### src/cfdio_pkg.sv
// Constants, register map and types for the cell former digital I/O port
package cfdio_pkg;

  // ---------------------------------------------------------------
  // Sizes
  // ---------------------------------------------------------------
  localparam int unsigned NUM_LINES  = 16;
  localparam int unsigned NUM_PAIRS  = 8;
  localparam int unsigned ADDR_W     = 8;
  localparam int unsigned DATA_W     = 32;
  localparam int unsigned SYNC_DEPTH = 2;
  localparam int unsigned NUM_FUNCS  = 6;
  localparam int unsigned NUM_IRQ    = 5;

  // ---------------------------------------------------------------
  // Register offsets (byte addresses)
  // ---------------------------------------------------------------
  localparam logic [7:0] REG_MODE     = 8'h00;
  localparam logic [7:0] REG_POL      = 8'h04;
  localparam logic [7:0] REG_OUT      = 8'h08;
  localparam logic [7:0] REG_PIN_RAW  = 8'h0C;
  localparam logic [7:0] REG_PIN_LOG  = 8'h10;
  localparam logic [7:0] REG_FUNC     = 8'h14;
  localparam logic [7:0] REG_CTRL     = 8'h18;
  localparam logic [7:0] REG_STATUS   = 8'h1C;
  localparam logic [7:0] REG_IRQ_STAT = 8'h20;
  localparam logic [7:0] REG_IRQ_MASK = 8'h24;

  // ---------------------------------------------------------------
  // Field positions
  // ---------------------------------------------------------------
  localparam int unsigned MODE_W      = 2;
  localparam int unsigned FSEL_W      = 5;
  localparam int unsigned CTRL_CLR    = 0;
  localparam int unsigned CTRL_PF_EN  = 1;
  localparam int unsigned FN_FAULT_IN = 0;
  localparam int unsigned FN_FAULT_OUT = 1;
  localparam int unsigned FN_ILOCK    = 2;
  localparam int unsigned FN_TRIG     = 3;
  localparam int unsigned FN_PF_IN    = 4;
  localparam int unsigned FN_PF_OUT   = 5;
  localparam int unsigned IRQ_FAULT   = 0;
  localparam int unsigned IRQ_TRIG    = 1;
  localparam int unsigned IRQ_ILOCK   = 2;
  localparam int unsigned IRQ_PF      = 3;
  localparam int unsigned IRQ_SAVED   = 4;

  // ---------------------------------------------------------------
  // Line modes and reset values
  // ---------------------------------------------------------------
  localparam logic [1:0]  MODE_IN    = 2'h0;
  localparam logic [1:0]  MODE_OUT   = 2'h1;
  localparam logic [1:0]  MODE_BIDIR = 2'h2;
  localparam logic [1:0]  MODE_ISO   = 2'h3;
  localparam logic [31:0] RST_MODE   = 32'h0000_0000;
  localparam logic [15:0] RST_POL    = 16'h0000;
  localparam logic [15:0] RST_OUT    = 16'h0000;
  localparam logic [29:0] RST_FUNC   = 30'h0000_0000;
  localparam logic [4:0]  RST_IRQ    = 5'h00;

  // ---------------------------------------------------------------
  // Types
  // ---------------------------------------------------------------
  typedef struct packed {
    logic       en;
    logic [3:0] line;
  } cfdio_fsel_t;

  typedef struct packed {
    logic start;
    logic run;
    logic pause;
    logic halt;
    logic save_req;
  } cfdio_seq_t;

  typedef enum logic [2:0] {
    ST_IDLE,
    ST_RUN,
    ST_PAUSE,
    ST_FAULT,
    ST_SHUTDOWN,
    ST_SAVED
  } cfdio_state_t;

endpackage

### src/cfdio_sync.sv
// Two-stage synchroniser for asynchronous pin levels
`timescale 1ns/1ps
module cfdio_sync #(
  parameter int unsigned WIDTH = 16
) (
  // Clock and reset
  input  wire logic             ref_clk_in,
  input  wire logic             sys_rst_in,
  // Levels
  input  wire logic [WIDTH-1:0] async_in,
  output logic      [WIDTH-1:0] sync_out
);

  logic [WIDTH-1:0] meta_ff;

  // First stage feeds only the second stage
  always_ff @(posedge ref_clk_in) begin
    if (sys_rst_in) begin
      meta_ff  <= '0;
      sync_out <= '0;
    end else begin
      meta_ff  <= async_in;
      sync_out <= meta_ff;
    end
  end

endmodule

### src/cfdio_port.sv
// Sixteen-line digital I/O port with forming-sequence special functions
// Behaviour
// - Sixteen lines each take their own mode (input, output, in/out, isolated) and function.
// - Each line has a polarity bit choosing high-true or low-true.
// - General purpose lines pass values between registers and pins and never touch the sequence.
// - An in/out line written one is released, written zero is pulled low.
// - Reading an in/out line gives the level really present on the pin.
// - Isolated outputs are fixed even/odd pairs, eight at most; odd-even pairing is impossible.
// - An isolated pair obeys only the polarity bit of its even line.
// - A low-true pair closes when asserted; a high-true pair opens when asserted.
// - An asserted fault input halts the sequence and asserts the fault output.
// - The fault output stays asserted until the fault clear command removes it.
// - The interlock input pauses the sequence by level, without fault, and resumes on release.
// - An assertion of the trigger input starts the sequence.
// - When enabled, an asserted power fail input shuts down and saves sequence state.
// - The power fail output asserts once the shutdown state is fully saved.
//
// Decided for this implementation: the placing of the registers and the address-and-strobe port.
`timescale 1ns/1ps
module cfdio_port #(
  parameter int unsigned LINES = 16
) (
  // Clock and reset
  input  wire logic                 ref_clk_in,
  input  wire logic                 sys_rst_in,
  // Register port
  input  wire logic [7:0]           reg_addr_in,
  input  wire logic [31:0]          reg_wdata_in,
  input  wire logic                 reg_wr_in,
  input  wire logic                 reg_rd_in,
  output logic      [31:0]          reg_rdata_out,
  // Digital lines, open collector: enable high pulls low
  input  wire logic [LINES-1:0]     pin_in,
  output logic      [LINES-1:0]     pin_out,
  output logic      [LINES-1:0]     pin_oe_out,
  // Forming sequence control
  input  wire logic                 seq_saved_in,
  output cfdio_pkg::cfdio_seq_t     seq_out,
  // Interrupt
  output logic                      irq_out
);

  // ---------------------------------------------------------------
  // Registers
  // ---------------------------------------------------------------
  logic [31:0]                mode_ff;
  logic [LINES-1:0]           pol_ff;
  logic [LINES-1:0]           out_ff;
  logic [29:0]                func_ff;
  logic                       pf_en_ff;
  logic [4:0]                 irq_stat_ff;
  logic [4:0]                 irq_mask_ff;
  logic                       fault_ff;
  logic                       pf_done_ff;
  logic                       trig_prev_ff;
  logic                       ilock_prev_ff;
  logic                       pf_prev_ff;
  cfdio_pkg::cfdio_state_t    state_ff;
  logic [LINES-1:0]           pin_sync;
  logic [LINES-1:0]           pin_log;
  logic [LINES-1:0]           nxt_pin_out;
  logic [LINES-1:0]           nxt_pin_oe;
  logic [31:0]                nxt_rdata;
  cfdio_pkg::cfdio_fsel_t     fsel [cfdio_pkg::NUM_FUNCS];
  logic                       fault_in_act;
  logic                       ilock_act;
  logic                       trig_act;
  logic                       pf_in_act;
  logic                       trig_rise;
  logic                       clr_cmd;
  logic [4:0]                 irq_evt;
  logic                       wr_irq;

  // ---------------------------------------------------------------
  // Input synchronisation
  // ---------------------------------------------------------------
  cfdio_sync #(
    .WIDTH      (LINES)
  ) u_sync (
    .ref_clk_in (ref_clk_in),
    .sys_rst_in (sys_rst_in),
    .async_in   (pin_in),
    .sync_out   (pin_sync)
  );

  assign pin_log = pin_sync ^ pol_ff;

  // ---------------------------------------------------------------
  // Special function selection
  // ---------------------------------------------------------------
  genvar f;
  generate
    for (f = 0; f < cfdio_pkg::NUM_FUNCS; f++) begin : g_fsel
      assign fsel[f] = func_ff[f*cfdio_pkg::FSEL_W +: cfdio_pkg::FSEL_W];
    end
  endgenerate

  // Only mapped lines reach the sequence logic
  assign fault_in_act = fsel[cfdio_pkg::FN_FAULT_IN].en
                        & pin_log[fsel[cfdio_pkg::FN_FAULT_IN].line];
  assign ilock_act    = fsel[cfdio_pkg::FN_ILOCK].en
                        & pin_log[fsel[cfdio_pkg::FN_ILOCK].line];
  assign trig_act     = fsel[cfdio_pkg::FN_TRIG].en
                        & pin_log[fsel[cfdio_pkg::FN_TRIG].line];
  assign pf_in_act    = fsel[cfdio_pkg::FN_PF_IN].en & pf_en_ff
                        & pin_log[fsel[cfdio_pkg::FN_PF_IN].line];
  assign trig_rise    = trig_act & ~trig_prev_ff;
  assign clr_cmd      = reg_wr_in && (reg_addr_in == cfdio_pkg::REG_CTRL)
                        && reg_wdata_in[cfdio_pkg::CTRL_CLR];

  // ---------------------------------------------------------------
  // Pin drive
  // ---------------------------------------------------------------
  genvar i;
  generate
    for (i = 0; i < LINES; i++) begin : g_line
      localparam int unsigned EVEN = i & ~1;
      logic [1:0] md;
      logic [1:0] md_even;
      logic       val;
      logic       closed;
      assign md      = mode_ff[i*cfdio_pkg::MODE_W +: cfdio_pkg::MODE_W];
      assign md_even = mode_ff[EVEN*cfdio_pkg::MODE_W +: cfdio_pkg::MODE_W];
      // Special outputs override the software value on their line
      assign val = (fsel[cfdio_pkg::FN_FAULT_OUT].en
                    && fsel[cfdio_pkg::FN_FAULT_OUT].line == i) ? fault_ff :
                   (fsel[cfdio_pkg::FN_PF_OUT].en
                    && fsel[cfdio_pkg::FN_PF_OUT].line == i) ? pf_done_ff :
                   out_ff[i];
      // Closed when asserted for low-true, open when asserted for high-true
      assign closed = out_ff[EVEN] ~^ pol_ff[EVEN];
      always_comb begin
        nxt_pin_out[i] = 1'b0;
        if (md_even == cfdio_pkg::MODE_ISO) begin
          // Even line steers both pins of the pair
          nxt_pin_oe[i] = closed;
        end else if (md == cfdio_pkg::MODE_OUT || md == cfdio_pkg::MODE_BIDIR) begin
          // Level one releases the collector, zero pulls low
          nxt_pin_oe[i] = ~(val ^ pol_ff[i]);
        end else begin
          // Input, or odd line asking for iso without its even partner
          nxt_pin_oe[i] = 1'b0;
        end
      end
    end
  endgenerate

  always_ff @(posedge ref_clk_in) begin
    if (sys_rst_in) begin
      pin_out    <= '0;
      pin_oe_out <= '0;
    end else begin
      pin_out    <= nxt_pin_out;
      pin_oe_out <= nxt_pin_oe;
    end
  end

  // ---------------------------------------------------------------
  // Configuration registers
  // ---------------------------------------------------------------
  always_ff @(posedge ref_clk_in) begin
    if (sys_rst_in) begin
      mode_ff  <= cfdio_pkg::RST_MODE;
      pol_ff   <= cfdio_pkg::RST_POL;
      out_ff   <= cfdio_pkg::RST_OUT;
      func_ff  <= cfdio_pkg::RST_FUNC;
      pf_en_ff <= 1'b0;
    end else if (reg_wr_in) begin
      case (reg_addr_in)
        cfdio_pkg::REG_MODE: begin
          mode_ff <= reg_wdata_in;
        end
        cfdio_pkg::REG_POL: begin
          pol_ff <= reg_wdata_in[LINES-1:0];
        end
        cfdio_pkg::REG_OUT: begin
          out_ff <= reg_wdata_in[LINES-1:0];
        end
        cfdio_pkg::REG_FUNC: begin
          func_ff <= reg_wdata_in[29:0];
        end
        cfdio_pkg::REG_CTRL: begin
          pf_en_ff <= reg_wdata_in[cfdio_pkg::CTRL_PF_EN];
        end
        default: begin
        end
      endcase
    end
  end

  // ---------------------------------------------------------------
  // Forming sequence control
  // ---------------------------------------------------------------
  always_ff @(posedge ref_clk_in) begin
    if (sys_rst_in) begin
      state_ff <= cfdio_pkg::ST_IDLE;
    end else begin
      case (state_ff)
        cfdio_pkg::ST_IDLE: begin
          if (fault_in_act) begin
            state_ff <= cfdio_pkg::ST_FAULT;
          end else if (pf_in_act) begin
            state_ff <= cfdio_pkg::ST_SHUTDOWN;
          end else if (trig_rise) begin
            state_ff <= cfdio_pkg::ST_RUN;
          end
        end
        cfdio_pkg::ST_RUN, cfdio_pkg::ST_PAUSE: begin
          if (fault_in_act) begin
            state_ff <= cfdio_pkg::ST_FAULT;
          end else if (pf_in_act) begin
            state_ff <= cfdio_pkg::ST_SHUTDOWN;
          end else begin
            state_ff <= ilock_act ? cfdio_pkg::ST_PAUSE : cfdio_pkg::ST_RUN;
          end
        end
        cfdio_pkg::ST_FAULT: begin
          // Stay halted while the fault persists and until cleared
          if (clr_cmd && !fault_in_act) begin
            state_ff <= cfdio_pkg::ST_IDLE;
          end
        end
        cfdio_pkg::ST_SHUTDOWN: begin
          if (fault_in_act) begin
            state_ff <= cfdio_pkg::ST_FAULT;
          end else if (seq_saved_in) begin
            state_ff <= cfdio_pkg::ST_SAVED;
          end
        end
        cfdio_pkg::ST_SAVED: begin
          // Restart only after power returns, by a fresh trigger
          if (!pf_in_act) begin
            state_ff <= cfdio_pkg::ST_IDLE;
          end
        end
        default: begin
          state_ff <= cfdio_pkg::ST_IDLE;
        end
      endcase
    end
  end

  // Fault output: set wins over a clear in the same cycle
  always_ff @(posedge ref_clk_in) begin
    if (sys_rst_in) begin
      fault_ff <= 1'b0;
    end else if (fault_in_act) begin
      fault_ff <= 1'b1;
    end else if (clr_cmd) begin
      fault_ff <= 1'b0;
    end
  end

  always_ff @(posedge ref_clk_in) begin
    if (sys_rst_in) begin
      pf_done_ff <= 1'b0;
    end else begin
      pf_done_ff <= (state_ff == cfdio_pkg::ST_SHUTDOWN && seq_saved_in && !fault_in_act)
                    || (state_ff == cfdio_pkg::ST_SAVED && pf_in_act);
    end
  end

  always_ff @(posedge ref_clk_in) begin
    if (sys_rst_in) begin
      seq_out       <= '0;
      trig_prev_ff  <= 1'b0;
      ilock_prev_ff <= 1'b0;
      pf_prev_ff    <= 1'b0;
    end else begin
      seq_out.start    <= (state_ff == cfdio_pkg::ST_IDLE) && trig_rise
                          && !fault_in_act && !pf_in_act;
      seq_out.run      <= (state_ff == cfdio_pkg::ST_RUN);
      seq_out.pause    <= (state_ff == cfdio_pkg::ST_PAUSE);
      seq_out.halt     <= (state_ff == cfdio_pkg::ST_FAULT);
      seq_out.save_req <= (state_ff == cfdio_pkg::ST_SHUTDOWN);
      trig_prev_ff     <= trig_act;
      ilock_prev_ff    <= ilock_act;
      pf_prev_ff       <= pf_in_act;
    end
  end

  // ---------------------------------------------------------------
  // Interrupts
  // ---------------------------------------------------------------
  assign irq_evt[cfdio_pkg::IRQ_FAULT] = fault_in_act & ~fault_ff;
  assign irq_evt[cfdio_pkg::IRQ_TRIG]  = trig_rise;
  assign irq_evt[cfdio_pkg::IRQ_ILOCK] = ilock_act & ~ilock_prev_ff;
  assign irq_evt[cfdio_pkg::IRQ_PF]    = pf_in_act & ~pf_prev_ff;
  assign irq_evt[cfdio_pkg::IRQ_SAVED] = (state_ff == cfdio_pkg::ST_SHUTDOWN)
                                         && seq_saved_in && !fault_in_act;
  assign wr_irq = reg_wr_in && (reg_addr_in == cfdio_pkg::REG_IRQ_STAT);

  always_ff @(posedge ref_clk_in) begin
    if (sys_rst_in) begin
      irq_stat_ff <= cfdio_pkg::RST_IRQ;
      irq_mask_ff <= cfdio_pkg::RST_IRQ;
      irq_out     <= 1'b0;
    end else begin
      // Write one clears; a new event in the same cycle survives
      irq_stat_ff <= (irq_stat_ff & ~(wr_irq ? reg_wdata_in[4:0] : 5'h00)) | irq_evt;
      if (reg_wr_in && reg_addr_in == cfdio_pkg::REG_IRQ_MASK) begin
        irq_mask_ff <= reg_wdata_in[4:0];
      end
      irq_out <= |(irq_stat_ff & irq_mask_ff);
    end
  end

  // ---------------------------------------------------------------
  // Read port
  // ---------------------------------------------------------------
  always_comb begin
    nxt_rdata = 32'h0000_0000;
    case (reg_addr_in)
      cfdio_pkg::REG_MODE:     nxt_rdata = mode_ff;
      cfdio_pkg::REG_POL:      nxt_rdata[LINES-1:0] = pol_ff;
      cfdio_pkg::REG_OUT:      nxt_rdata[LINES-1:0] = out_ff;
      // Actual pin level, not the written value
      cfdio_pkg::REG_PIN_RAW:  nxt_rdata[LINES-1:0] = pin_sync;
      cfdio_pkg::REG_PIN_LOG:  nxt_rdata[LINES-1:0] = pin_log;
      cfdio_pkg::REG_FUNC:     nxt_rdata[29:0] = func_ff;
      cfdio_pkg::REG_CTRL:     nxt_rdata[cfdio_pkg::CTRL_PF_EN] = pf_en_ff;
      cfdio_pkg::REG_STATUS:   nxt_rdata[5:0] = {pf_done_ff, fault_ff, 1'b0, state_ff};
      cfdio_pkg::REG_IRQ_STAT: nxt_rdata[4:0] = irq_stat_ff;
      cfdio_pkg::REG_IRQ_MASK: nxt_rdata[4:0] = irq_mask_ff;
      default:                 nxt_rdata = 32'h0000_0000;
    endcase
  end

  always_ff @(posedge ref_clk_in) begin
    if (sys_rst_in) begin
      reg_rdata_out <= 32'h0000_0000;
    end else begin
      reg_rdata_out <= reg_rd_in ? nxt_rdata : 32'h0000_0000;
    end
  end

endmodule

### config.mk
export PLATFORM = sky130hd
export DESIGN_NAME = cfdio_port
export DESIGN_NICKNAME = d
export VERILOG_FILES = /design/src/cfdio_pkg.sv /design/src/cfdio_sync.sv /design/src/cfdio_port.sv
export SDC_FILE = /design/constraint.sdc
export NUM_CORES = 1
export LEC_CHECK = 0
export ABC_AREA = 0
export BUFFER_PORTS_ARGS = -buffer_cell sky130_fd_sc_hd__buf_2
export CAP_MARGIN = 40
export CORE_MARGIN = 4
export CORE_UTILIZATION = 37
export CTS_CLUSTER_DIAMETER = 100
export CTS_CLUSTER_SIZE = 20
export DETAILED_ROUTE_END_ITERATION = 10
export GPL_ROUTABILITY_DRIVEN = 0
export PLACE_DENSITY_LB_ADDON = 0.2
export REMOVE_ABC_BUFFERS = 1
export SETUP_SLACK_MARGIN = 0.3
export SLEW_MARGIN = 10
export SYNTH_ARGS = -nofsm -noshare
export SYNTH_HDL_FRONTEND = slang
export SYNTH_HIERARCHICAL = 1
export SYNTH_SLANG_ARGS = --single-unit
### constraint.sdc
create_clock -name ref_clk_in -period 2.1 [get_ports ref_clk_in]
set_input_delay 0.21 -clock ref_clk_in [delete_from_list [all_inputs] [get_ports ref_clk_in]]
set_output_delay 0.21 -clock ref_clk_in [all_outputs]
set_load 0.02 [all_outputs]
# Yosys cells after proc, flatten, opt, wreduce, memory -nomap -nowiden
# Cells that the tools add are included.
[op_classes] order_cmp=4 muxes=92 n_eq_ne=88 n_bitwise=60 n_reduce_logical=77
[op_table] cell="$mux 1" n=70
[op_table] cell="$eq 4x4->1 const B" n=16
[op_table] cell="$pmux 10 s6" n=1
[op_table] cell="$eq 2x2->1 const B" n=24
[op_table] cell="$logic_and 1x1->1" n=43
[op_table] cell="$eq 2x1->1 const B" n=16
[op_table] cell="$eq 4x3->1 const B" n=8
[op_table] cell="$eq 8x5->1 const B" n=4
[op_table] cell="$pmux 14 s2" n=1
[op_table] cell="$mux 3" n=9
[op_table] cell="$pmux 3 s9" n=1
[op_table] cell="$not 1->1" n=22
[op_table] cell="$lt 4x5->1 const B" n=4
[op_table] cell="$logic_or 1x1->1" n=17
[op_table] cell="$bmux 1 s4" n=4
[op_table] cell="$eq 4x2->1 const B" n=4
[op_table] cell="$eq 8x4->1 const B" n=2
[op_table] cell="$eq 8x6->1 const B" n=2
[op_table] cell="$xor 1x1->1" n=16
[op_table] cell="$xor 16x16->16" n=1
[op_table] cell="$pmux 3 s5" n=1
[op_table] cell="$and 5x5->5" n=2
[op_table] cell="$pmux 1 s10" n=1
[op_table] cell="$reduce_and 2->1" n=5
[op_table] cell="other kinds (25)" n=47
[word_totals] wordCells=345 register_bits=199 input_bits=61 out_inout_bits=70

# Logic depth before layout (Yosys ltp)
# Gate-level depths: netlist of the first run.
[depth] word_depth=9 depth_mapped=9

# Hierarchy
# The synthesis of the first run kept the hierarchy.
[modules_own_cells] mod="cfdio_port" instances=1 area_per_inst_um2=8463.1 cells_per_inst=1054
[modules_own_cells] mod="cfdio_sync" instances=1 area_per_inst_um2=863.3 cells_per_inst=67

# Least setup slack after synthesis of the first run
# No wires, ideal clock.
[synth_timing] path_type="reg-to-reg" from="register func_ff[12]" to="register state_ff[1]" path_stages_with_launch=8 setup_time_ps=124 path_buffers=1 required_time_ps=1976 period_less_slack_ps=2113 arrival_ps=1989 path_slack_ps=-13 path_cell_list="dfxtp_1 -> clkbuf_1 -> mux4_2 -> and4_1 -> nor4_4 -> o21ai_0 -> a31oi_1 -> a211oi_2"
[synth_between] elab_chain_len=7
[synth_lines] element="start, declared" line_no="cfdio_port.sv:49" source="logic [29:0] func_ff;"
[synth_lines] element="start signal, assigned" line_no="cfdio_port.sv:166" source="func_ff <= cfdio_pkg::RST_FUNC;"
[synth_lines] element="start signal, assigned" line_no="cfdio_port.sv:180" source="func_ff <= reg_wdata_in[29:0];"
[synth_lines] element="$bmux 1 s4" line_no="cfdio_port.sv:102" source="& pin_log[fsel[cfdio_pkg::FN_ILOCK].line];"
[synth_lines] element="$mux 1 (implied by the code)" line_no="cfdio_port.sv:102"
[synth_lines] element="$and 1x1->1" line_no="cfdio_port.sv:102"
[synth_lines] element="$mux 2" line_no="cfdio_port.sv:214" source="state_ff <= ilock_act ? cfdio_pkg::ST_PAUSE : cfdio_pkg::ST_RUN;"
[synth_lines] element="$mux 3" line_no="cfdio_port.sv:211" source="end else if (pf_in_act) begin"
[synth_lines] element="$mux 3" line_no="cfdio_port.sv:209" source="if (fault_in_act) begin"
[synth_lines] element="$pmux 3 s5" line_no="cfdio_port.sv:198" source="case (state_ff)"
[synth_lines] element="end signal, assigned" line_no="cfdio_port.sv:210" source="state_ff <= cfdio_pkg::ST_FAULT;"
[synth_lines] element="end signal, assigned" line_no="cfdio_port.sv:212" source="state_ff <= cfdio_pkg::ST_SHUTDOWN;"
[synth_lines] element="end signal, assigned" line_no="cfdio_port.sv:214"
[synth_lines] element="end, declared" line_no="cfdio_port.sv:58" source="cfdio_pkg::cfdio_state_t state_ff;"
# No other way between the ends. The select of a mux whose other input is x is not followed.
# A chain may end at the register's enable or synchronous reset.

# Worst setup path in the final report of the first run
[layout_timing] from="register pol_ff[12]" to="register state_ff[2]"
[layout_between] elab_chain_len=8 elab_cells_between_ends=24 cone_classes="4 x eq/ne; 12 x mux; 5 x bitwise; 3 x reduce/logical"
[layout_lines] element="start, declared" line_no="cfdio_port.sv:47" source="logic [LINES-1:0] pol_ff;"
[layout_lines] element="start signal, assigned" line_no="cfdio_port.sv:164" source="pol_ff <= cfdio_pkg::RST_POL;"
[layout_lines] element="start signal, assigned" line_no="cfdio_port.sv:174" source="pol_ff <= reg_wdata_in[LINES-1:0];"
[layout_lines] element="$xor 16x16->16 *" line_no="cfdio_port.sv:86" source="assign pin_log = pin_sync ^ pol_ff;"
[layout_lines] element="$bmux 1 s4" line_no="cfdio_port.sv:100" source="& pin_log[fsel[cfdio_pkg::FN_FAULT_IN].line];"
[layout_lines] element="$mux 1 (implied by the code)" line_no="cfdio_port.sv:100"
[layout_lines] element="$and 1x1->1" line_no="cfdio_port.sv:100"
[layout_lines] element="$logic_not 1->1" line_no="cfdio_port.sv:219" source="if (clr_cmd && !fault_in_act) begin"
[layout_lines] element="$logic_and 1x1->1" line_no="cfdio_port.sv:219"
[layout_lines] element="$ne 2x2->1 (no line)"
[layout_lines] element="$reduce_and 4->1 (no line)"
[layout_lines] element="end signal, assigned" line_no="cfdio_port.sv:220" source="state_ff <= cfdio_pkg::ST_IDLE;"
[layout_lines] element="end signal, assigned" line_no="cfdio_port.sv:225" source="state_ff <= cfdio_pkg::ST_FAULT;"
[layout_lines] element="end signal, assigned" line_no="cfdio_port.sv:227" source="state_ff <= cfdio_pkg::ST_SAVED;"
# Every way passes the cells marked *; elsewhere a longest branch is shown, timed or not. The select of a mux whose other input is x is not followed.

==> results.rst, run 1 <==
.. list-table::
   :header-rows: 1

   * - Metric
     - Value
   * - Status
     - complete, but fails checks
   * - Failing checks
     - negative setup slack
   * - Stages on worst setup path
     - 8
   * - Worst Hold Launch
     - reg_wdata_in[28]
   * - Maximum Capacitance Violations
     - 0
   * - Clock network fraction of total power
     - 43.6%
   * - Critical path peak fanout
     - 6
   * - Crit path setup slack, layout
     - -0.0848 ns
   * - Initial Utilization
     - 38.0%
   * - Total Wirelength
     - 31.3 mm
   * - Total standard cell area after synthesis
     - 9330 um^2
   * - Endpoint of the worst hold-timing path
     - mode_ff[28]$_SDFFE_PP0P_
   * - Synth Instances
     - 1121
   * - Area grow syn2layout
     - 32.1%
   * - Count of cells along the worst register-to-register path
     - 8
   * - Global-route wire length before repair
     - 48.1 mm
   * - Worst reg2reg setup slack
     - -0.08 ns
   * - Cell internal pwr
     - 5.53 mW
   * - Pin count of the biggest net entering global routing
     - 122
   * - Via count
     - 8902
   * - Number of sinks on the clock net
     - 199
   * - Via count of the first global-routing pass
     - 8478
   * - Origin of the critical flop-to-flop path
     - pol_ff[12]$_SDFFE_PP0P_
   * - Switching part of the total power
     - 25.7%
   * - Number of vias per cell
     - 5.41
   * - Setup-violating endpoint count in the final report
     - 5
   * - Total inserted antenna cells
     - 0
   * - Final antenna-violating net count
     - 0
   * - Synthesis-stage register bit count
     - 199
   * - CP max-delay cell
     - sky130_fd_sc_hd__mux4_2
   * - Worst vdd rail ir drop
     - 0.419 mV
   * - TritonCTS buffer count
     - 17
   * - Final count of hold timing violations
     - 0
   * - Share of the yosys chip area belonging to registers
     - 42.7%
   * - Crit path launch type
     - flop
   * - Kind of critical path
     - flop to flop
   * - TritonCTS clock tree
     - done
   * - Cell area power density
     - 604 nW/um^2
   * - Finished Core Util
     - 50.2%
   * - Actual transition at the worst max-transition pin
     - 0.644 ns
   * - Die footprint
     - 27800 um^2
   * - Maximum clock frequency
     - 458 MHz
   * - Critical path required time
     - 2.44 ns
   * - Crit path largest cell delay
     - 0.51 ns
   * - Post-place setup slack
     - -0.135 ns
   * - Setup clock skew after layout
     - 0.0109 ns
   * - Site row count
     - 57
   * - Post-detailed-route wirelength per cell
     - 19.0 um
   * - Insertion delay of the later-clocked pin in the worst-skew pair
     - 0.45 ns
   * - Sequential share of power
     - 51.3%
   * - Number of antenna violations at the first check in global routing
     - 1
   * - Critical Path Source
     - pol_ff[12]$_SDFFE_PP0P_
   * - Worst hold path class
     - primary input to flop
   * - Overall overflow remaining after global route
     - 0
   * - CORE AREA
     - 24500 um^2
   * - Critical path endpoint category
     - flop
   * - Cell variety after synth
     - 63
   * - Layout cell share with drive strength beyond 1
     - 30.6%
   * - Hold path cells
     - 3
   * - Post-synth EDFFs
     - 0
   * - Number of primary I/O pins
     - 131
   * - Proportion of power drawn by combinational gates
     - 5.0%
   * - Count of TritonRoute iterations in the first routing pass
     - 6
   * - DIE WIDTH
     - 167 um
   * - Number of warning messages in the yosys log
     - 6
   * - CTS Root Cell
     - sky130_fd_sc_hd__clkbuf_16
   * - Share of the clock period used by the worst path
     - 104%
   * - Residual DRC
     - 0
   * - Avg Cell Area, Syn
     - 8.32 um^2
   * - Static Leak
     - 4.60 nW
   * - Sw Pwr
     - 1.91 mW
   * - Time the worst path needs with I/O delays and setup
     - 2.18 ns
   * - Dominant synthesized flop cell
     - sky130_fd_sc_hd__dfxtp_1
   * - Leading cell type in the layout, fill and taps excluded
     - sky130_fd_sc_hd__nand2_1
   * - Level count of the clock H-tree
     - 4
   * - Cell breakdown of the critical path
     - xnor2_2, mux2_2, mux4_2, o22ai_4, buf_4, buf_6, nor2_1, a21o_1
   * - Cell class contributing the biggest share of worst-path delay
     - multiplexers
   * - Capturing point of the worst reg2reg path
     - state_ff[2]$_SDFFE_PP0P_
   * - 1st-iter DRT viols
     - 1099
   * - GRT Total Usage
     - 21.8%
   * - Data arrival time of the critical path
     - 2.53 ns
   * - Post-detailed-placement half-perimeter wirelength
     - 21.8 mm
   * - Pins Over Slew Limit
     - 0
   * - Clock slew at reported path FFs
     - 0.08 ns
   * - Async set-or-reset flop fraction in the synthesized netlist
     - 0%
   * - Count of buffer and inverter cells on the critical path
     - 2
   * - Count of buffers inserted at the top-level ports
     - 114
   * - Max Root-Sink Buffers
     - 2
   * - Die Y-Extent
     - 167 um
   * - Max-Slew Margin vs Limit
     - 56.6%
   * - Count of nets after finishing
     - 1378
   * - Setup repair after global routing missed its margin
     - true
   * - Commonest non-fill, non-tap cells in the layout
     - 267 x sky130_fd_sc_hd__nand2_1, 163 x sky130_fd_sc_hd__dfxtp_1, 113 x sky130_fd_sc_hd__buf_2
[synthesized netlist by cell type, drive strengths merged, types with 4 or more instances]
cell type / n / share of area [%]
ha: 8 / 1.1
nor4: 6 / 0.63
inv: 8 / 0.32
and3: 5 / 0.34
o31a: 4 / 0.38
mux4: 11 / 2.7
a31oi: 16 / 1.1
and2: 10 / 0.67
a222oi: 18 / 1.9
dfxtp: 199 / 43
nor3b: 12 / 0.97
o21ai: 43 / 2.3
clkbuf: 59 / 2.4
xnor2: 27 / 2.5
xor2: 13 / 1.2
nand3: 15 / 0.80
a22oi: 10 / 0.80
nor2b: 44 / 3.0
buf: 34 / 2.4
mux2: 16 / 1.9
nand2b: 8 / 0.54
nor3: 28 / 1.5
nand2: 269 / 11
a311oi: 8 / 0.75
a21oi: 116 / 6.2
mux2i: 20 / 2.1
nor2: 48 / 2.0
a22o: 15 / 1.4
nand3b: 17 / 1.4
[logic make-up after synthesis]
family	after synthesis	synth area share, %
flip-flops	199	42.7
AO/OA/AOI/OAI	251	16.9
adder cells (fa/ha/maj)	9	1.18
multiplexers	47	6.77
AND/OR/NAND/NOR	473	23.5
XOR/XNOR	40	3.76
buffers and inverters	101	5.12
other	1	0.0402
[how the worst max path moves through the flow]
stage                                    end  slack, ns
floorplan             out_ff[0]$_SDFFE_PP0P_      -0.06
global placement    pin_oe_out[2]$_SDFF_PP0_      -0.15
detailed placement  state_ff[1]$_SDFFE_PP0P_      -0.14
CTS                 pin_oe_out[2]$_SDFF_PP0_      -0.06
global route        state_ff[1]$_SDFFE_PP0P_      -0.18
finish              state_ff[2]$_SDFFE_PP0P_      -0.08
[metrics by stage]
step	setup TNS, ns	power (mW)	instances	instance area (um^2)	hold WS, ns
after global routing	-0.677	7.70	1646	12300	0.00348
after CTS	-0.158	7.48	1640	12000	0.00252
after detailed placement	-0.811	4.23	1580	10700	0.422
final	-0.256	7.44	1646	12300	0.0157
after global placement	-0.332	4.23	1580	10700	0.421
after floorplan	-2.41	4.01	1043	8930	0.279
[worst min-delay path, delay by kind of cell]
kind	cells	cell delay, ns
compound gates	1	0.05
buf+inv	1	0.11
simple gates	1	0.05
[metal layers]
metal  vias up  global-route usage, %  routed length (um)
met4         2                   7.33                 844
met5         -                      0                  11
met1      4161                   30.5               13600
met2       436                   34.3               14200
li1       4240                      -                   -
met3        63                   3.77                2600
[flip-flops by register name, summed over array words and instances, names as in the netlist, 3 cells and up]
register	cells
func_ff	30
irq_mask_ff	5
irq_stat_ff	5
mode_ff	32
out_ff	16
pin_oe_out	16
pol_ff	16
reg_rdata_out	32
seq_out	5
state_ff	3
u_sync/meta_ff	16
u_sync/sync_out	16
[power by group through the flow]
| stage | Sequential (mW) | Combinational [mW] | Clock, mW |
|---|---|---|---|
| 6_report | 3.82 | 0.376 | 3.25 |
| 5_1_grt | 3.82 | 0.405 | 3.47 |
| 4_1_cts | 3.82 | 0.367 | 3.29 |
| 3_5_place_dp | 3.91 | 0.324 | 0 |
| 3_3_place_gp | 3.90 | 0.321 | 0 |
| 2_1_floorplan | 3.90 | 0.108 | 0 |
[timing repair]
action	CTS	global route
endpoints found under the setup margin	30	30
hold buffers	20	0
endpoints found under the hold margin	23	0
pin swaps	43	41
resized for setup	111	73
setup buffers	8	6
[area by class of cell]
class,instances,area [um^2]
fill,2358,12200
multi-input combinational,836,5520
sequential,199,4050
timing repair buffer,247,1750
clock buffer,17,425
tap,324,405
clock inverter,15,136
inverter,8,35.0
Power figures use the tool's default switching activity.
==> inputs of run 2 (changes only) <==
CELL_PAD_IN_SITES_DETAIL_PLACEMENT = 0   (was default)
CELL_PAD_IN_SITES_GLOBAL_PLACEMENT = 1   (was default)
CTS_CLUSTER_SIZE = 25   (was 20)
HOLD_SLACK_MARGIN = 0.03   (was default)
==> results.rst, run 2 (synthesis results as in run 1) <==
.. list-table::
   :header-rows: 1

   * - Metric
     - Value
   * - Status
     - complete, but fails checks
   * - Failing checks
     - negative setup slack
   * - Number of primary I/O pins
     - 131
   * - Total inserted antenna cells
     - 0
   * - Critical path required time
     - 2.47 ns
   * - Die footprint
     - 27800 um^2
   * - Worst reg2reg setup slack
     - -0.07 ns
   * - Cell area power density
     - 607 nW/um^2
   * - Maximum clock frequency
     - 461 MHz
   * - Number of vias per cell
     - 5.34
   * - Crit path setup slack, layout
     - -0.0695 ns
   * - Worst hold path class
     - primary input to flop
   * - Setup clock skew after layout
     - 0.0103 ns
   * - Post-detailed-route wirelength per cell
     - 19.1 um
   * - Final antenna-violating net count
     - 0
   * - Setup-violating endpoint count in the final report
     - 4
   * - Via count
     - 8898
   * - Critical path endpoint category
     - flop
   * - CTS Root Cell
     - sky130_fd_sc_hd__clkbuf_16
   * - DIE WIDTH
     - 167 um
   * - Count of TritonRoute iterations in the first routing pass
     - 6
   * - Share of the clock period used by the worst path
     - 103%
   * - Crit path launch type
     - flop
   * - Count of buffers inserted at the top-level ports
     - 114
   * - Leading cell type in the layout, fill and taps excluded
     - sky130_fd_sc_hd__nand2_1
   * - CORE AREA
     - 24500 um^2
   * - 1st-iter DRT viols
     - 790
   * - Worst vdd rail ir drop
     - 0.384 mV
   * - Max Root-Sink Buffers
     - 2
   * - Critical path peak fanout
     - 6
   * - CP max-delay cell
     - sky130_fd_sc_hd__mux4_2
   * - Static Leak
     - 4.73 nW
   * - Commonest non-fill, non-tap cells in the layout
     - 266 x sky130_fd_sc_hd__nand2_1, 178 x sky130_fd_sc_hd__dfxtp_1, 113 x sky130_fd_sc_hd__buf_2
   * - Cell breakdown of the critical path
     - xnor2_4, mux2_4, mux4_2, o22ai_4, nor2_2, o21ai_1, o21ai_1, a211oi_2
   * - Area grow syn2layout
     - 34.8%
   * - Die Y-Extent
     - 167 um
   * - Site row count
     - 57
   * - Count of nets after finishing
     - 1398
   * - Crit path largest cell delay
     - 0.50 ns
   * - Post-detailed-placement half-perimeter wirelength
     - 22.9 mm
   * - Global-route wire length before repair
     - 49.0 mm
   * - Pins Over Slew Limit
     - 0
   * - Kind of critical path
     - flop to flop
   * - Final Total Pwr
     - 7.63 mW
   * - Data arrival time of the critical path
     - 2.54 ns
   * - Most repeated library cell on the critical path
     - sky130_fd_sc_hd__o21ai_1
   * - Hold slack
     - 0.0551 ns
   * - Overall overflow remaining after global route
     - 0
   * - TritonCTS buffer count
     - 17
   * - TritonCTS clock tree
     - done
   * - Initial Utilization
     - 38.0%
   * - Clock slew at reported path FFs
     - 0.08 ns
   * - Finished Core Util
     - 51.2%
   * - Final count of hold timing violations
     - 0
   * - Layout cell share with drive strength beyond 1
     - 29.5%
   * - GRT Total Usage
     - 22.3%
   * - Setup repair after global routing missed its margin
     - true
   * - Time the worst path needs with I/O delays and setup
     - 2.17 ns
   * - Max-Slew Margin vs Limit
     - 43.2%
   * - Actual transition at the worst max-transition pin
     - 0.851 ns
   * - Largest registers in the final layout
     - mode_ff: 32 flops, reg_rdata_out: 32 flops, func_ff: 30 flops
   * - Residual DRC
     - 0
   * - Pin count of the biggest net entering global routing
     - 66
   * - Number of sinks on the clock net
     - 199
   * - Total Wirelength
     - 31.7 mm
   * - Number of antenna violations at the first check in global routing
     - 0
   * - Insertion delay of the later-clocked pin in the worst-skew pair
     - 0.44 ns
   * - Via count of the first global-routing pass
     - 8490
   * - Level count of the clock H-tree
     - 4
   * - Post-place setup slack
     - -0.134 ns
   * - Maximum Capacitance Violations
     - 0
run 2: cell types whose count changed in the layout (fill, tap and decap cells not counted), sizes merged:
cell / before / now
dlygate4sd3: 20 / 32
buf: 227 / 235
bufinv: 0 / 2
clkbuf: 17 / 19
clkinvlp: 4 / 2
clkinv: 4 / 3
inv: 15 / 14
run 2: power by group:
| group | switching [mW] | internal [mW] |
|---|---|---|
| combinational | 0.225 | 0.176 |
| clock | 1.58 | 1.83 |
| sequential | 0.0210 | 3.80 |
run 2: timing repair:
item                                    in CTS  in global routing
endpoints found under the setup margin      28                 30
hold buffers                                32                  0
cloned                                       0                  0
setup buffers                               11                  5
resized for setup                          105                 63
pin swaps                                   46                 43
endpoints found under the hold margin       45                  0
run 2: worst paths after layout:
check,start,end,depth (start not counted)
setup / recovery,pol_ff[9]$_SDFFE_PP0P_,state_ff[1]$_SDFFE_PP0P_,8
hold reg to reg,u_sync/meta_ff[4]$_SDFF_PP0_,u_sync/sync_out[4]$_SDFF_PP0_,1
setup reg to reg,pol_ff[9]$_SDFFE_PP0P_,state_ff[1]$_SDFFE_PP0P_,8
hold / removal,reg_wdata_in[8],pol_ff[8]$_SDFFE_PP0P_,3
run 2: critical path: cells and delay by family (launching register included):
kind | cells | cell delay [ns]
xor gates and xnor gates | 1 | 0.17
DFF | 1 | 0.35
muxes | 2 | 0.78
and+or+nand+nor | 1 | 0.09
AOI/OAI and AO/OA | 4 | 0.70
run 2: area by class of cell:
class / count / area (um^2)
multi-input combinational: 836 / 5550
fill: 2370 / 12000
inverter: 8 / 30.0
tap: 324 / 405
sequential: 199 / 4030
clock inverter: 13 / 163
timing repair buffer: 267 / 1960
clock buffer: 19 / 443
run 2: metrics by stage:
| step | std cells | instance area [um^2] | TNS (ns) |
|---|---|---|---|
| 6_report | 1666 | 12600 | -0.119 |
| 2_1_floorplan | 1043 | 8930 | -2.41 |
| 3_3_place_gp | 1586 | 10800 | -0.241 |
| 5_1_grt | 1666 | 12600 | -0.671 |
| 3_5_place_dp | 1586 | 10800 | -0.353 |
| 4_1_cts | 1661 | 12300 | -0.0142 |
run 2: layer usage:
layer	track usage (%)	routed length [um]	share of wire (%)
met5	0	0	0
met4	5.76	578	1.8
met3	3.13	1760	5.5
met2	36.7	15000	47
met1	30.9	14400	45
==> inputs of run 3 (changes only) <==
MAX_ROUTING_LAYER = met4   (was default)
==> results.rst, run 3 (synthesis results as in run 1) <==
.. list-table::
   :header-rows: 1

   * - Metric
     - Value
   * - Status
     - complete, but fails checks
   * - Failing checks
     - negative setup slack
   * - Die Y-Extent
     - 167 um
   * - Commonest non-fill, non-tap cells in the layout
     - 266 x sky130_fd_sc_hd__nand2_1, 178 x sky130_fd_sc_hd__dfxtp_1, 113 x sky130_fd_sc_hd__buf_2
   * - Share of the clock period used by the worst path
     - 103%
   * - Data arrival time of the critical path
     - 2.53 ns
   * - Max Root-Sink Buffers
     - 2
   * - Leading cell type in the layout, fill and taps excluded
     - sky130_fd_sc_hd__nand2_1
   * - Seq. cell area
     - 4030 um^2
   * - Number of filler cells placed in the layout
     - 2370
   * - Cell area power density
     - 607 nW/um^2
   * - Site row count
     - 57
   * - Layout cell share with drive strength beyond 1
     - 29.5%
   * - Worst hold path class
     - primary input to flop
   * - GRT Total Usage
     - 22.9%
   * - Clock slew at reported path FFs
     - 0.08 ns
   * - Kind of critical path
     - flop to flop
   * - Crit path largest cell delay
     - 0.50 ns
   * - Residual DRC
     - 0
   * - Number of vias per cell
     - 5.32
   * - TritonCTS clock tree
     - done
   * - CTS Root Cell
     - sky130_fd_sc_hd__clkbuf_16
   * - Hold slack
     - 0.0495 ns
   * - Max-Slew Margin vs Limit
     - 44.2%
   * - Number of sinks on the clock net
     - 199
   * - Cell breakdown of the critical path
     - xnor2_4, mux2_4, mux4_2, o22ai_4, nor2_2, o21ai_1, o21ai_1, a211oi_2
   * - Insertion delay of the later-clocked pin in the worst-skew pair
     - 0.44 ns
   * - Total inserted antenna cells
     - 0
   * - TritonCTS buffer count
     - 17
   * - Critical path required time
     - 2.47 ns
   * - 1st-iter DRT viols
     - 812
   * - Crit path launch type
     - flop
   * - Via count
     - 8860
   * - CORE AREA
     - 24500 um^2
   * - Overall overflow remaining after global route
     - 0
   * - Finished Core Util
     - 51.2%
   * - Count of buffer and inverter cells on the critical path
     - 0
   * - Most repeated library cell on the critical path
     - sky130_fd_sc_hd__o21ai_1
   * - Number of primary I/O pins
     - 131
   * - Initial Utilization
     - 38.0%
   * - Critical path endpoint category
     - flop
   * - Setup clock skew after layout
     - 0.0105 ns
   * - Post-detailed-placement half-perimeter wirelength
     - 22.9 mm
   * - Cell class contributing the biggest share of worst-path delay
     - multiplexers
   * - Time the worst path needs with I/O delays and setup
     - 2.16 ns
   * - Setup repair after global routing missed its margin
     - true
   * - Total cell area at the placement stage
     - 10800 um^2
   * - CP max-delay cell
     - sky130_fd_sc_hd__mux4_2
   * - Pins Over Slew Limit
     - 0
   * - Maximum clock frequency
     - 462 MHz
   * - Maximum Capacitance Violations
     - 0
   * - Count of TritonRoute iterations in the first routing pass
     - 8
   * - Post-detailed-route wirelength per cell
     - 19.1 um
   * - Actual transition at the worst max-transition pin
     - 0.837 ns
   * - Largest registers in the final layout
     - mode_ff: 32 flops, reg_rdata_out: 32 flops, func_ff: 30 flops
   * - Level count of the clock H-tree
     - 4
   * - Final antenna-violating net count
     - 0
   * - Area grow syn2layout
     - 34.8%
   * - Post-Layout Inst Area
     - 12600 um^2
   * - Static Leak
     - 4.73 nW
   * - DIE WIDTH
     - 167 um
   * - Pin count of the biggest net entering global routing
     - 66
   * - Crit path setup slack, layout
     - -0.0650 ns
   * - Count of nets after finishing
     - 1398
   * - Critical path peak fanout
     - 6
   * - Via count of the first global-routing pass
     - 8480
   * - TNS Setup
     - -0.122 ns
   * - Die footprint
     - 27800 um^2
   * - Number of antenna violations at the first check in global routing
     - 0
   * - Area taken by multi-input logic gates
     - 5550 um^2
   * - Worst vdd rail ir drop
     - 0.377 mV
   * - Final count of hold timing violations
     - 0
   * - Setup-violating endpoint count in the final report
     - 4
   * - Count of buffers inserted at the top-level ports
     - 114
   * - Total Wirelength
     - 31.8 mm
   * - Global-route wire length before repair
     - 49.0 mm
[run 3: tightest hold or removal path: cells and delay by family]
kind                   cells  cell delay, ns
AND/OR/NAND/NOR            1            0.06
AO/OA/AOI/OAI              1            0.05
buffers and inverters      1            0.13
[run 3: final cells by class]
cell class / instances / share of cell area (%)
clock inverter: 13 / 1.29
sequential: 199 / 32.0
inverter: 8 / 0.239
timing repair buffer: 267 / 15.6
tap: 324 / 3.22
clock buffer: 19 / 3.52
multi-input combinational: 836 / 44.1
[run 3: per-layer routing]
| metal | vias to the layer above | routed length [um] | track usage, % |
|---|---|---|---|
| li1 | 4284 | - | - |
| met1 | 4254 | 14500 | 30.7 |
| met2 | 290 | 15100 | 36.7 |
| met3 | 32 | 1750 | 3.37 |
| met4 | 0 | 518 | 5.76 |
| met5 | - | 0 | - |
[run 3: through the flow]
step	setup WS [ns]	instances	power [mW]
finish	-0.0650	1666	7.63
global route	-0.151	1666	7.91
CTS	-0.0123	1661	7.68
detailed placement	-0.134	1586	4.24
global placement	-0.128	1586	4.24
floorplan	-0.0599	1043	4.01
[run 3: path summary, 6_finish.rpt]
path | start | to | slack, ns | cells after the start
setup / recovery | pol_ff[9]$_SDFFE_PP0P_ | state_ff[1]$_SDFFE_PP0P_ | -0.06 | 8
hold / removal | reg_wdata_in[10] | mode_ff[10]$_SDFFE_PP0P_ | 0.05 | 3
setup reg to reg | pol_ff[9]$_SDFFE_PP0P_ | state_ff[1]$_SDFFE_PP0P_ | -0.06 | 8
hold reg to reg | u_sync/meta_ff[1]$_SDFF_PP0_ | u_sync/sync_out[1]$_SDFF_PP0_ | 0.47 | 1
[run 3: timing repair]
action / CTS / global route
setup endpoints to repair: 28 / 30
endpoints found under the hold margin: 45 / 0
hold buffers: 32 / 0
buffers inserted: 11 / 5
gates resized for setup: 105 / 63
pin swaps: 46 / 43
[run 3: where the power goes]
| part | internal (mW) | total, mW | switching, mW |
|---|---|---|---|
| sequential | 3.80 | 3.82 | 0.0212 |
| combinational | 0.176 | 0.402 | 0.226 |
| clock | 1.83 | 3.41 | 1.58 |
